## src/verilog/vtam_pkg.sv

```systemverilog
// constants, register map and types of the vt alarm event mask block
// assumes a 10 MHz system clock and 32-bit avalon-mm register access
package vtam_pkg;
	// clock and timing base
	localparam int unsigned CLK_HZ = 10_000_000;
	localparam int unsigned TICK_US = 1000; // one persistence tick per millisecond
	localparam int unsigned TICK_CYC = CLK_HZ / 1_000_000 * TICK_US;
	// ais-v failure persistence, in milliseconds
	localparam int unsigned AISF_SET_MS = 2500;
	localparam int unsigned AISF_CLR_MS = 10000;
	localparam int unsigned AISF_SET_TICKS = AISF_SET_MS * 1000 / TICK_US;
	localparam int unsigned AISF_CLR_TICKS = AISF_CLR_MS * 1000 / TICK_US;
	localparam int unsigned TMR_W = 14;
	// register byte offsets
	localparam int unsigned ADDR_W = 5;
	localparam logic [ADDR_W-1:0] OFS_ALARM = 5'h00;
	localparam logic [ADDR_W-1:0] OFS_PROT = 5'h04;
	localparam logic [ADDR_W-1:0] OFS_IRQ_STAT = 5'h08;
	localparam logic [ADDR_W-1:0] OFS_IRQ_MASK = 5'h0C;
	// alarm enables and overflow register fields
	localparam int unsigned ALM_MASTER = 7;
	localparam int unsigned ALM_SIZE = 6;
	localparam int unsigned ALM_LOP = 5;
	localparam int unsigned ALM_LABEL = 4;
	localparam int unsigned ALM_OVF = 3;
	localparam int unsigned ALM_AISF = 2;
	localparam int unsigned ALM_AISF_DECL = 1;
	localparam int unsigned ALM_AISD = 0;
	localparam logic [7:0] ALM_WR_MASK = 8'hF5;
	// protection status and enables register fields
	localparam int unsigned PRT_RFI = 7;
	localparam int unsigned PRT_RDI = 6;
	localparam int unsigned PRT_APS_EN = 5;
	localparam int unsigned PRT_APS_CHG = 4;
	localparam int unsigned PRT_APS_LSB = 0;
	localparam int unsigned APS_W = 4;
	localparam logic [7:0] PRT_WR_MASK = 8'hE0;
	// interrupt event bits
	localparam int unsigned EV_VTERR = 0;
	localparam int unsigned EV_OVF = 1;
	localparam int unsigned EV_APS = 2;
	localparam int unsigned EV_AISF = 3;
	localparam int unsigned EV_W = 4;
	// reset values
	localparam logic [7:0] RST_BYTE = 8'h00;
	localparam logic [31:0] RST_WORD = 32'h0000_0000;
	// ais-v failure state
	typedef enum logic {AISF_CLEAR = 1'b0, AISF_DECLARED = 1'b1} vtam_aisf_t;
endpackage

```

## src/verilog/vtam_top.sv

```systemverilog
// per-tributary receive vt alarm event gating with avalon-mm registers
// assumes defect inputs are synchronous levels and events one-cycle pulses
`timescale 1ns/1ps
module vtam_top
	import vtam_pkg::*;
#(
	parameter int unsigned TICK_CYC_P = TICK_CYC,
	parameter int unsigned AISF_SET_P = AISF_SET_TICKS,
	parameter int unsigned AISF_CLR_P = AISF_CLR_TICKS
)
(
	input wire logic clk_i,
	input wire logic rst_b_i,
	// avalon-mm slave
	input wire logic [ADDR_W-1:0] avs_address_i,
	input wire logic avs_read_i,
	input wire logic avs_write_i,
	input wire logic [31:0] avs_writedata_i,
	input wire logic [3:0] avs_byteenable_i,
	output logic [31:0] avs_readdata_o,
	output logic avs_waitrequest_o,
	// defect and event indications from the de-mapper
	input wire logic size_err_i,
	input wire logic lop_i,
	input wire logic label_chg_i,
	input wire logic aisd_i,
	input wire logic rfi_i,
	input wire logic rdi_i,
	input wire logic es_ovf_i,
	input wire logic k4_aps_valid_i,
	input wire logic [APS_W-1:0] k4_aps_i,
	// results
	output logic vt_err_event_o,
	output logic size_err_comp_o,
	output logic aisf_o,
	output logic irq_o
);
	// bus handshake state
	logic wait_q;
	logic [31:0] rdata_q;
	logic req;
	logic wr_acc;
	logic [31:0] rd_mux;

	// software-owned configuration
	logic [7:0] alm_en_q;
	logic [7:0] prt_en_q;
	logic [EV_W-1:0] irq_mask_q;

	// write-one-to-clear strobes
	logic ovf_clr;
	logic aps_clr;
	logic [EV_W-1:0] irq_clr;

	// received aps tracking
	logic [APS_W-1:0] aps_q;
	logic aps_new;
	logic aps_chg;

	// overflow flag and failure timing
	logic ovf_flag;
	logic [TMR_W-1:0] div_q;
	logic tick_q;
	logic aisf;
	logic aisf_d1_q;

	// aggregation
	logic [7:0] cond;
	logic [7:0] cond_en;
	logic vt_err_d;
	logic vt_err_q;
	logic size_comp_q;

	// interrupt status
	logic [EV_W-1:0] irq_set;
	logic [EV_W-1:0] irq_stat;
	logic irq_q;

	// a request is taken on the edge where wait_q is high; the answer follows one cycle later
	assign req = avs_read_i | avs_write_i;
	assign wr_acc = avs_write_i & ~wait_q & avs_byteenable_i[0];

	// waitrequest drops for exactly one cycle per access, then rises again
	always_ff @(posedge clk_i or negedge rst_b_i)
	begin
		if (!rst_b_i)
		begin
			wait_q <= 1'b1;
		end
		else if (req && wait_q)
		begin
			wait_q <= 1'b0;
		end
		else
		begin
			wait_q <= 1'b1;
		end
	end

	// read data is captured before the answer so it stands at the sampling edge
	always_ff @(posedge clk_i or negedge rst_b_i)
	begin
		if (!rst_b_i)
		begin
			rdata_q <= RST_WORD;
		end
		else if (avs_read_i && wait_q)
		begin
			rdata_q <= rd_mux;
		end
	end

	// read multiplexer; unmapped addresses and reserved bits read as zero
	always_comb
	begin
		rd_mux = RST_WORD;
		case (avs_address_i)
			OFS_ALARM:
			begin
				rd_mux[7:0] = alm_en_q;
				rd_mux[ALM_OVF] = ovf_flag;
				rd_mux[ALM_AISF_DECL] = aisf;
			end
			OFS_PROT:
			begin
				rd_mux[7:0] = prt_en_q;
				rd_mux[PRT_APS_CHG] = aps_chg;
				rd_mux[PRT_APS_LSB +: APS_W] = aps_q;
			end
			OFS_IRQ_STAT:
			begin
				rd_mux[EV_W-1:0] = irq_stat;
			end
			OFS_IRQ_MASK:
			begin
				rd_mux[EV_W-1:0] = irq_mask_q;
			end
			default:
			begin
				rd_mux = RST_WORD;
			end
		endcase
	end

	// enable bits; read-only and clear-on-one positions are masked off
	always_ff @(posedge clk_i or negedge rst_b_i)
	begin
		if (!rst_b_i)
		begin
			alm_en_q <= RST_BYTE;
			prt_en_q <= RST_BYTE;
		end
		else if (wr_acc && avs_address_i == OFS_ALARM)
		begin
			alm_en_q <= avs_writedata_i[7:0] & ALM_WR_MASK;
		end
		else if (wr_acc && avs_address_i == OFS_PROT)
		begin
			prt_en_q <= avs_writedata_i[7:0] & PRT_WR_MASK;
		end
	end

	// interrupt mask, same layout as the status
	always_ff @(posedge clk_i or negedge rst_b_i)
	begin
		if (!rst_b_i)
		begin
			irq_mask_q <= '0;
		end
		else if (wr_acc && avs_address_i == OFS_IRQ_MASK)
		begin
			irq_mask_q <= avs_writedata_i[EV_W-1:0];
		end
	end

	// clear strobes from writes of one
	assign ovf_clr = wr_acc && avs_address_i == OFS_ALARM && avs_writedata_i[ALM_OVF];
	assign aps_clr = wr_acc && avs_address_i == OFS_PROT && avs_writedata_i[PRT_APS_CHG];
	assign irq_clr = (wr_acc && avs_address_i == OFS_IRQ_STAT) ? avs_writedata_i[EV_W-1:0] : '0;

	// sticky receive elastic-store overflow
	vtam_sticky #(
		.W(1)
	) u_ovf (
		.clk_i(clk_i),
		.rst_b_i(rst_b_i),
		.set_i(es_ovf_i),
		.clr_i(ovf_clr),
		.q_o(ovf_flag)
	);

	// only a validated value that differs from the held one counts as a change
	assign aps_new = k4_aps_valid_i && (k4_aps_i != aps_q);

	always_ff @(posedge clk_i or negedge rst_b_i)
	begin
		if (!rst_b_i)
		begin
			aps_q <= '0;
		end
		else if (aps_new)
		begin
			aps_q <= k4_aps_i;
		end
	end

	// sticky aps change
	vtam_sticky #(
		.W(1)
	) u_aps (
		.clk_i(clk_i),
		.rst_b_i(rst_b_i),
		.set_i(aps_new),
		.clr_i(aps_clr),
		.q_o(aps_chg)
	);

	// millisecond enable; the persistence windows keep their tolerance with this grain
	always_ff @(posedge clk_i or negedge rst_b_i)
	begin
		if (!rst_b_i)
		begin
			div_q <= '0;
			tick_q <= 1'b0;
		end
		else if (div_q == TMR_W'(TICK_CYC_P - 1))
		begin
			div_q <= '0;
			tick_q <= 1'b1;
		end
		else
		begin
			div_q <= div_q + 1'b1;
			tick_q <= 1'b0;
		end
	end

	// ais-v failure declaration and clearing
	vtam_aisf_timer #(
		.SET_TICKS(TMR_W'(AISF_SET_P)),
		.CLR_TICKS(TMR_W'(AISF_CLR_P))
	) u_aisf (
		.clk_i(clk_i),
		.rst_b_i(rst_b_i),
		.tick_i(tick_q),
		.defect_i(aisd_i),
		.fail_o(aisf)
	);

	// delayed copy for failure change detection
	always_ff @(posedge clk_i or negedge rst_b_i)
	begin
		if (!rst_b_i)
		begin
			aisf_d1_q <= 1'b0;
		end
		else
		begin
			aisf_d1_q <= aisf;
		end
	end

	// conditions paired with their enables, same order in both vectors
	assign cond = {size_err_i, lop_i, label_chg_i, aisf, aisd_i, rfi_i, rdi_i, aps_new};
	assign cond_en = {alm_en_q[ALM_SIZE],
		alm_en_q[ALM_LOP],
		alm_en_q[ALM_LABEL],
		alm_en_q[ALM_AISF],
		alm_en_q[ALM_AISD],
		prt_en_q[PRT_RFI],
		prt_en_q[PRT_RDI],
		prt_en_q[PRT_APS_EN]};

	// overflow has no own enable, so only the master gates it
	assign vt_err_d = alm_en_q[ALM_MASTER] & ((|(cond & cond_en)) | es_ovf_i);

	// registered results
	always_ff @(posedge clk_i or negedge rst_b_i)
	begin
		if (!rst_b_i)
		begin
			vt_err_q <= 1'b0;
			size_comp_q <= 1'b0;
		end
		else
		begin
			vt_err_q <= vt_err_d;
			size_comp_q <= size_err_i & alm_en_q[ALM_SIZE];
		end
	end

	// interrupt events: flag rising, overflow, aps change, failure declared or cleared
	always_comb
	begin
		irq_set = '0;
		irq_set[EV_VTERR] = vt_err_d & ~vt_err_q;
		irq_set[EV_OVF] = es_ovf_i;
		irq_set[EV_APS] = aps_new;
		irq_set[EV_AISF] = aisf ^ aisf_d1_q;
	end

	vtam_sticky #(
		.W(EV_W)
	) u_irq (
		.clk_i(clk_i),
		.rst_b_i(rst_b_i),
		.set_i(irq_set),
		.clr_i(irq_clr),
		.q_o(irq_stat)
	);

	// level interrupt, one cycle behind the status
	always_ff @(posedge clk_i or negedge rst_b_i)
	begin
		if (!rst_b_i)
		begin
			irq_q <= 1'b0;
		end
		else
		begin
			irq_q <= |(irq_stat & irq_mask_q);
		end
	end

	// outputs straight from flip-flops
	assign avs_waitrequest_o = wait_q;
	assign avs_readdata_o = rdata_q;
	assign vt_err_event_o = vt_err_q;
	assign size_err_comp_o = size_comp_q;
	assign aisf_o = aisf;
	assign irq_o = irq_q;
endmodule

```

## src/verilog/vtam_sticky.sv

```systemverilog
// sticky flag bank: set by hardware events, cleared by writing a one
// assumes set and clear pulses are synchronous to clk_i
`timescale 1ns/1ps
module vtam_sticky
	import vtam_pkg::*;
#(
	parameter int unsigned W = 1
)
(
	input wire logic clk_i,
	input wire logic rst_b_i,
	input wire logic [W-1:0] set_i,
	input wire logic [W-1:0] clr_i,
	output logic [W-1:0] q_o
);
	// set wins over a clear in the same cycle so no event is lost
	always_ff @(posedge clk_i or negedge rst_b_i)
	begin
		if (!rst_b_i)
		begin
			q_o <= '0;
		end
		else
		begin
			q_o <= (q_o & ~clr_i) | set_i;
		end
	end
endmodule

```

## src/verilog/vtam_aisf_timer.sv

```systemverilog
// ais-v failure persistence timer counting in millisecond ticks
// assumes tick_i is a one-cycle enable and defect_i is synchronous
`timescale 1ns/1ps
module vtam_aisf_timer
	import vtam_pkg::*;
#(
	parameter logic [TMR_W-1:0] SET_TICKS = TMR_W'(AISF_SET_TICKS),
	parameter logic [TMR_W-1:0] CLR_TICKS = TMR_W'(AISF_CLR_TICKS)
)
(
	input wire logic clk_i,
	input wire logic rst_b_i,
	input wire logic tick_i,
	input wire logic defect_i,
	output logic fail_o
);
	vtam_aisf_t state_q;
	logic [TMR_W-1:0] cnt_q;

	// any interruption of the awaited level restarts the count
	always_ff @(posedge clk_i or negedge rst_b_i)
	begin
		if (!rst_b_i)
		begin
			state_q <= AISF_CLEAR;
			cnt_q <= '0;
		end
		else
		begin
			case (state_q)
				AISF_CLEAR:
				begin
					if (!defect_i)
						cnt_q <= '0;
					else if (tick_i && cnt_q == SET_TICKS - 1'b1)
					begin
						state_q <= AISF_DECLARED;
						cnt_q <= '0;
					end
					else if (tick_i)
						cnt_q <= cnt_q + 1'b1;
				end
				AISF_DECLARED:
				begin
					if (defect_i)
						cnt_q <= '0;
					else if (tick_i && cnt_q == CLR_TICKS - 1'b1)
					begin
						state_q <= AISF_CLEAR;
						cnt_q <= '0;
					end
					else if (tick_i)
						cnt_q <= cnt_q + 1'b1;
				end
				default:
				begin
					state_q <= AISF_CLEAR;
					cnt_q <= '0;
				end
			endcase
		end
	end

	assign fail_o = (state_q == AISF_DECLARED);
endmodule

```

## config.mk

```make
export PLATFORM = sky130hd
export DESIGN_NAME = vtam_top
export DESIGN_NICKNAME = d
export VERILOG_FILES = /design/src/verilog/vtam_pkg.sv /design/src/verilog/vtam_top.sv /design/src/verilog/vtam_sticky.sv /design/src/verilog/vtam_aisf_timer.sv
export SDC_FILE = /design/constraint.sdc
export NUM_CORES = 1
export LEC_CHECK = 0
export ABC_AREA = 0
export BUFFER_PORTS_ARGS = -buffer_cell sky130_fd_sc_hd__clkbuf_2
export CAP_MARGIN = 20
export CORE_UTILIZATION = 40
export DETAILED_ROUTE_END_ITERATION = 8
export HOLD_SLACK_MARGIN = 0.05
export PLACE_DENSITY = 0.67
export SKIP_CTS_REPAIR_TIMING = 1
export SYNTH_ARGS = -nofsm -noshare
export SYNTH_HDL_FRONTEND = slang
export SYNTH_SLANG_ARGS = --single-unit
```

## constraint.sdc

```tcl
create_clock -name clk_i -period 1.58 [get_ports clk_i]
set_input_delay 0.079 -clock clk_i [delete_from_list [all_inputs] [get_ports clk_i]]
set_output_delay 0.079 -clock clk_i [all_outputs]
set_load 0.02 [all_outputs]
```

======== After elaboration in Yosys (flattened, before gate mapping) ========
Index checks and enable logic that the tools add are counted.
storage, ports and cells
  flip-flop bits (word level) ............. 66
  bits of input ports ..................... 57
  output and inout port bits .............. 37
  word-level logic and storage cells ...... 81
operators by class
  bitwise operators ....................... 23
  multiplexer cells ....................... 17
  add/subtract/negate cells ............... 2
  reductions and logical operators ........ 15
  equality and inequality tests ........... 7
operator list
  operator                                                count
  two-way mux 14 bit                                      6
  adder 14 x 1 -> 14 bit (second input constant)          2
  equality test 14 bit (second input constant)            2
  one-hot mux 14 bit (2 select lines)                     1
  one-hot mux 4 bit (4 select lines)                      1
  equality test 14 x 12 -> 1 bit (second input constant)  1
  logical AND 1 bit                                       11
  equality test 5 x 4 -> 1 bit (second input constant)    2
  AND 4 bit                                               2
  AND 8 bit                                               1
  one-hot mux 4 bit (2 select lines)                      1
  OR reduction 8 bit                                      1
  AND 1 bit                                               7
  two-way mux 1 bit                                       6
  inverter 1 bit                                          6
  equality test 5 x 3 -> 1 bit (second input constant)    1
  logical NOT 5 bit                                       1
  two-way mux 4 bit                                       1
  != test 4 bit                                           1
  inverter 4 bit                                          1
  OR 1 bit                                                4
  OR 4 bit                                                1
  OR reduction 4 bit                                      1
  one-hot mux 1 bit (2 select lines)                      1
  2 further kinds                                         2

======== Depth between registers and ports, before layout ========
  depth in word-level cells ............... 8
  mapped depth ............................ 6

======== By module ========
A second synthesis with hierarchy kept.
second synthesis, totals
  cells, all modules ...................... 319
  area total of the unflattened synthesis .. 3410.8 um^2
modules (own cells, without submodules)
  module                   sequential area each (um^2)  area an instance (um^2)  instances  cells each
  vtam_top                 1127.3                       2376.0                   1          217
  vtam_aisf_timer          375.4                        817.0                    1          84
  vtam_sticky (u_irq)      100.1                        145.1                    1          12
  vtam_sticky (u_aps ...)  25.0                         36.3                     2          3

======== Least setup slack after synthesis ========
No wires, ideal clock.
  path type ............................... register -> register
  start ................................... register div_q[0]
  end ..................................... register div_q[10]
  path buffers ............................ 0
  setup slack ............................. 0.064 ns
  cell stages (with the launch flop) ...... 6
  data required time ...................... 1.445 ns
  data arrival time ....................... 1.380 ns
  cell sequence ........................... dfrtp_1 ha_1 nand3_1 nand2b_1 nor4b_4 nor2_1
on the way
  cells in the longest elaborated chain, start to end .. 2
  elaborated cells on any way between the ends .. 3
  classes of those cells .................. 1 x add/sub; 1 x eq/ne; 1 x mux
RTL lines
  item                                                                   RTL line                          text
  start: declaration                                                     vtam_top.sv:62                    logic [TMR_W-1:0] div_q;
  start signal: assignment                                               vtam_top.sv:233                   div_q <= div_q + 1'b1;
  adder 14 x 1 -> 14 bit / equality test 14 bit (equally long branches)  vtam_top.sv:233, vtam_top.sv:226
  two-way mux 14 bit *                                                   vtam_top.sv:226                   else if (div_q == TMR_W'(TICK_CYC_P - 1))
Mark *: on every way between the ends. The rest lies on a longest branch, timed or not.
A chain may end at the register's enable or synchronous reset.

======== Worst setup path in the final report ========
  start ................................... register u_aisf.cnt_q[4]
  end ..................................... register u_aisf.cnt_q[12]
on the way
  cells in the longest elaborated chain, start to end .. 5
  elaborated cells on any way between the ends .. 11
  classes of those cells .................. 1 x add/sub; 2 x eq/ne; 6 x mux; 2 x reduce/logical
RTL lines
  item                                            RTL line                                      text
  start: declaration                              vtam_aisf_timer.sv:18                         logic [TMR_W-1:0] cnt_q;
  start signal: assignment                        vtam_aisf_timer.sv:41                         cnt_q <= cnt_q + 1'b1;
  start signal: assignment                        vtam_aisf_timer.sv:53                         cnt_q <= cnt_q + 1'b1;
  adder 14 x 1 -> 14 bit (tied with other cells)  vtam_aisf_timer.sv:41, vtam_aisf_timer.sv:53
  two-way mux 14 bit (tied with other cells)      vtam_aisf_timer.sv:40, vtam_aisf_timer.sv:52
  two-way mux 14 bit, on equally long branches    vtam_aisf_timer.sv:47, vtam_aisf_timer.sv:35
  two-way mux 14 bit, on equally long branches    vtam_aisf_timer.sv:45, vtam_aisf_timer.sv:33
  one-hot mux 14 bit (2 select lines) *           vtam_aisf_timer.sv:30                         case (state_q)
Marked as above.

==> impl_summary.txt <==
----------------------------------------------------
[Synth]
  Share of async-settable or async-resettable flops after synthesis ... 100%
  Post-synth EDFFs ... 0
  Most frequent cell after synthesis ... sky130_fd_sc_hd__dfrtp_1
  Average cell area after synthesis ... 11.4 µm²
  Ys Warns ... 0
  Synthesis-stage register bit count ... 66
  Fraction of synthesized cell area taken by the top area cell type ... 49.7%
  Synthesized cell area ... 3270 µm²
  Library cell with the largest summed area after synthesis ... sky130_fd_sc_hd__dfrtp_1
  Most frequent cells after synthesis ... 65 x sky130_fd_sc_hd__dfrtp_1, 26 x sky130_fd_sc_hd__nor2_1, 24 x sky130_fd_sc_hd__buf_4, 21 x sky130_fd_sc_hd__nand2_1
  Distinct cell type count of the synthesized netlist ... 45
  Main synth FF type ... sky130_fd_sc_hd__dfrtp_1
  Area contributors post-synth ... sky130_fd_sc_hd__dfrtp_1 50%, sky130_fd_sc_hd__mux2_2 5.8%, sky130_fd_sc_hd__buf_4 5.5%, sky130_fd_sc_hd__xnor2_1 4.5%, sky130_fd_sc_hd__xor2_1 3.2%
  Cell count after synthesis ... 286
  Part of the Yosys area used for sequential elements ... 50.5%

[Power]
  Part of the power in the clock network ... 35.4%
  Net switching power of the design ... 918 µW
  Switching share of power ... 26.4%
  Peak supply drop ... 381 µV
  Pwr Density ... 853 nW/µm²
  Logic gate share of total power ... 12.5%
  Proportion of power drawn by flip-flops and latches ... 52.2%
  Internal power contribution ... 2560 µW
  Leakage power of the design ... 0.00185 µW

[GRT]
  Maximum number of pins on one net before global-route repair ... 37
  Via count of the first global-routing pass ... 2144
  Antenna violations before repair ... 0
  All-layer global routing usage ... 16.4%
  Global-route wire length before repair ... 10600 µm
  Global-route congestion overflow total ... 0

[Drt]
  Via count ... 2349
  1st-pass router iterations ... 4
  Routed wire per std cell ... 13.6 µm
  Final wirelength ... 6510 µm
  Residual antenna-violating net count after detailed routing ... 0
  Remaining DRCs ... 0
  DRT iter0 DRCs ... 114
  Vias per Instance ... 4.90

[Min path]
  Instance count along the most critical hold path ... 3
  Hold wc startpoint ... aisd_i
  Hold Crit Endpoint ... u_aisf.fail_o
  Type of the most critical hold path ... input pin to flop

[Critical path]
  Required time reported for the critical path endpoint ... 1.82 ns
  Critical path's slowest cell ... sky130_fd_sc_hd__dfrtp_2
  Worst r2r dst ... u_aisf.cnt_q[12]
  Logic depth of the worst register-to-register path ... 5
  Beginning of the worst register-to-register path ... u_aisf.cnt_q[4]
  R2R setup slack ... 0.04 ns
  Type of the setup path with the least slack ... flop to flop
  Maximum fanout along the worst path ... 8
  Setup crit start kind ... flop
  Crit path DAT ... 1.78 ns
  Delay of the slowest critical-path stage ... 0.43 ns
  Endpoint class of the critical path ... flop
  Chain of cells forming the critical path ... nor4b_4 > nand4_1 > a22oi_2 > buf_6 > nor2_1

[CTS]
  Total CTS buffers ... 9
  Clock transition at the register clock pins on the worst setup and hold paths after CTS ... 0.07 ns
  Clock tree from TritonCTS ... yes
  Buffer levels on the longest clock path ... 2
  Library cell used as clock root buffer ... sky130_fd_sc_hd__clkbuf_8
  Insertion delay to the later sink of the worst-skew pair ... 0.35 ns
  Number of clock sinks seen by CTS ... 66
  Depth of the CTS H-tree ... 3

[Layout]
  Summed area of non-filler cells in the final layout ... 4070 µm²
  Total inserted antenna cells ... 0
  Sequential cell area ... 1660 µm²
  Net total in the final layout ... 431
  Share of final-layout standard cells stronger than drive strength 1 ... 32.9%
  Area of the multi-input gates ... 1550 µm²
  Area growth from synthesis to layout ... 24.4%
  Count of fill cells added during filler insertion ... 690
  Number of standard cells in the layout, taps in and fillers out ... 479
  Utilization after layout ... 52.2%

[Timing]
  Final-report hold violation count ... 0
  Post-route worst setup slack ... 0.0434 ns
  Final Critical Period ... 1.54 ns
  Highest clock rate ... 0.651 GHz
  Skew final ... 0.00583 ns
  Final period util ... 97.3%
  # setup viols final ... 0
  Max Transition Viols Final ... 0
  Unrepaired setup endpoints after global routing ... true

[Placement]
  Placed cell count ... 442
  Count of buffers inserted at the top-level ports ... 42
  Cell area after placement ... 3620 µm²
  Worst setup slack before clock tree synthesis ... 0.00113 ns
  Detailed placement HPWL ... 4690 µm
  Final weighted congestion of routability-driven global placement ... 0.829

[Run]
  Number of maximum-capacitance constraint violations ... 0

[Floorplanning]
  Std cell rows ... 32
  Placeable core region ... 7810 µm²
  Width of the chip ... 92.5 µm
  Number of top-level design ports ... 94
  Die Height ... 92.5 µm
  Effective utilization at floorplan ... 41.9%
  Die Outline Area ... 8550 µm²

[Status]
  Status ... finished, final reports clean

----------------------------------------------------
state kept, by name (all words and copies together) (netlist names):
register / count
avs_readdata_o: 8
avs_waitrequest_o: 1
aps_q: 4
u_irq.q_o: 4
prt_en_q: 3
irq_mask_q: 4
div_q: 14
tick_q: 1
u_aisf.fail_o: 1
u_ovf.q_o: 1
size_err_comp_o: 1
alm_en_q: 6
u_aps.q_o: 1
vt_err_event_o: 1
irq_o: 1
u_aisf.cnt_q: 14
aisf_d1_q: 1
logic make-up after synthesis:
family | count (synthesis) | share of synthesized area, %
AND/OR/NAND/NOR | 101 | 17.4
flip-flops | 66 | 50.5
buffers and inverters | 34 | 6.99
XOR/XNOR | 29 | 7.76
AO/OA/AOI/OAI | 27 | 6.34
multiplexers | 26 | 10.1
adder cells (fa/ha/maj) | 2 | 0.764
other | 1 | 0.115
critical path: cells and delay by family, from the launching register on:
| family | cells | cell delay (ns) |
|---|---|---|
| buffers and inverters | 1 | 0.20 |
| AOI/OAI and AO/OA | 1 | 0.26 |
| and+or+nand+nor | 3 | 0.53 |
| DFF | 1 | 0.43 |
placed cells by master (no fill, tap or decap), types with 5 or more instances in the layout:
master                          count
sky130_fd_sc_hd__mux2_2            17
sky130_fd_sc_hd__nor3_1             6
sky130_fd_sc_hd__clkbuf_2          42
sky130_fd_sc_hd__dfrtp_1           62
sky130_fd_sc_hd__dlygate4sd3_1     17
sky130_fd_sc_hd__conb_1            24
sky130_fd_sc_hd__nand2_1           20
sky130_fd_sc_hd__inv_1              5
sky130_fd_sc_hd__mux2i_1            5
sky130_fd_sc_hd__nand4_1            7
sky130_fd_sc_hd__a22o_1             5
sky130_fd_sc_hd__clkbuf_8          10
sky130_fd_sc_hd__nand3_1           10
sky130_fd_sc_hd__a21o_1             5
sky130_fd_sc_hd__buf_4             20
sky130_fd_sc_hd__nor2_1            20
sky130_fd_sc_hd__xnor2_1           17
sky130_fd_sc_hd__xor2_1            12
sky130_fd_sc_hd__nor4_1             6
power groups by stage:
stage	Sequential, µW	Clock (µW)	Combinational (µW)
6_report	1810	1230	433
3_3_place_gp	1840	0	384
4_1_cts	1810	1280	391
5_1_grt	1820	1360	472
3_5_place_dp	1840	0	389
2_1_floorplan	1860	0	251
cell type report:
cell class                 instances  area share (%)
clock buffer                      13            3.65
multi-input combinational        209            38.1
clock inverter                     3           0.369
sequential                        66            40.7
timing repair buffer              81            13.6
inverter                           5           0.461
tap                              102            3.13
layer usage:
metal	wire [µm]	GRT usage (%)	up-vias
met4	148	8.98	0
met3	291	3.78	12
met5	0	0	-
li1	-	-	1134
met2	3030	24.2	67
met1	3050	22.2	1136
metrics by stage:
stage | hold slack (ns) | power, µW | TNS (ns)
5_1_grt | 0.0517 | 3650 | -0.638
4_1_cts | -0.239 | 3480 | -0.0437
3_5_place_dp | 0.142 | 2230 | 0
3_3_place_gp | 0.135 | 2230 | 0
2_1_floorplan | -0.217 | 2110 | 0
6_report | 0.0438 | 3480 | 0
worst max-delay path by stage:
stage | startpoint | endpoint | slack [ns]
after global placement | aps_q[1] | u_irq.q_o[0] | 0.02
after CTS | aps_q[1] | u_irq.q_o[0] | -0.02
after detailed placement | aps_q[1] | u_irq.q_o[0] | 0.001
after global routing | u_aisf.cnt_q[4] | u_aisf.cnt_q[2] | -0.06
after floorplan | div_q[0] | div_q[10] | 0.06
final | u_aisf.cnt_q[4] | u_aisf.cnt_q[12] | 0.04
Power figures use the tool's default switching activity.
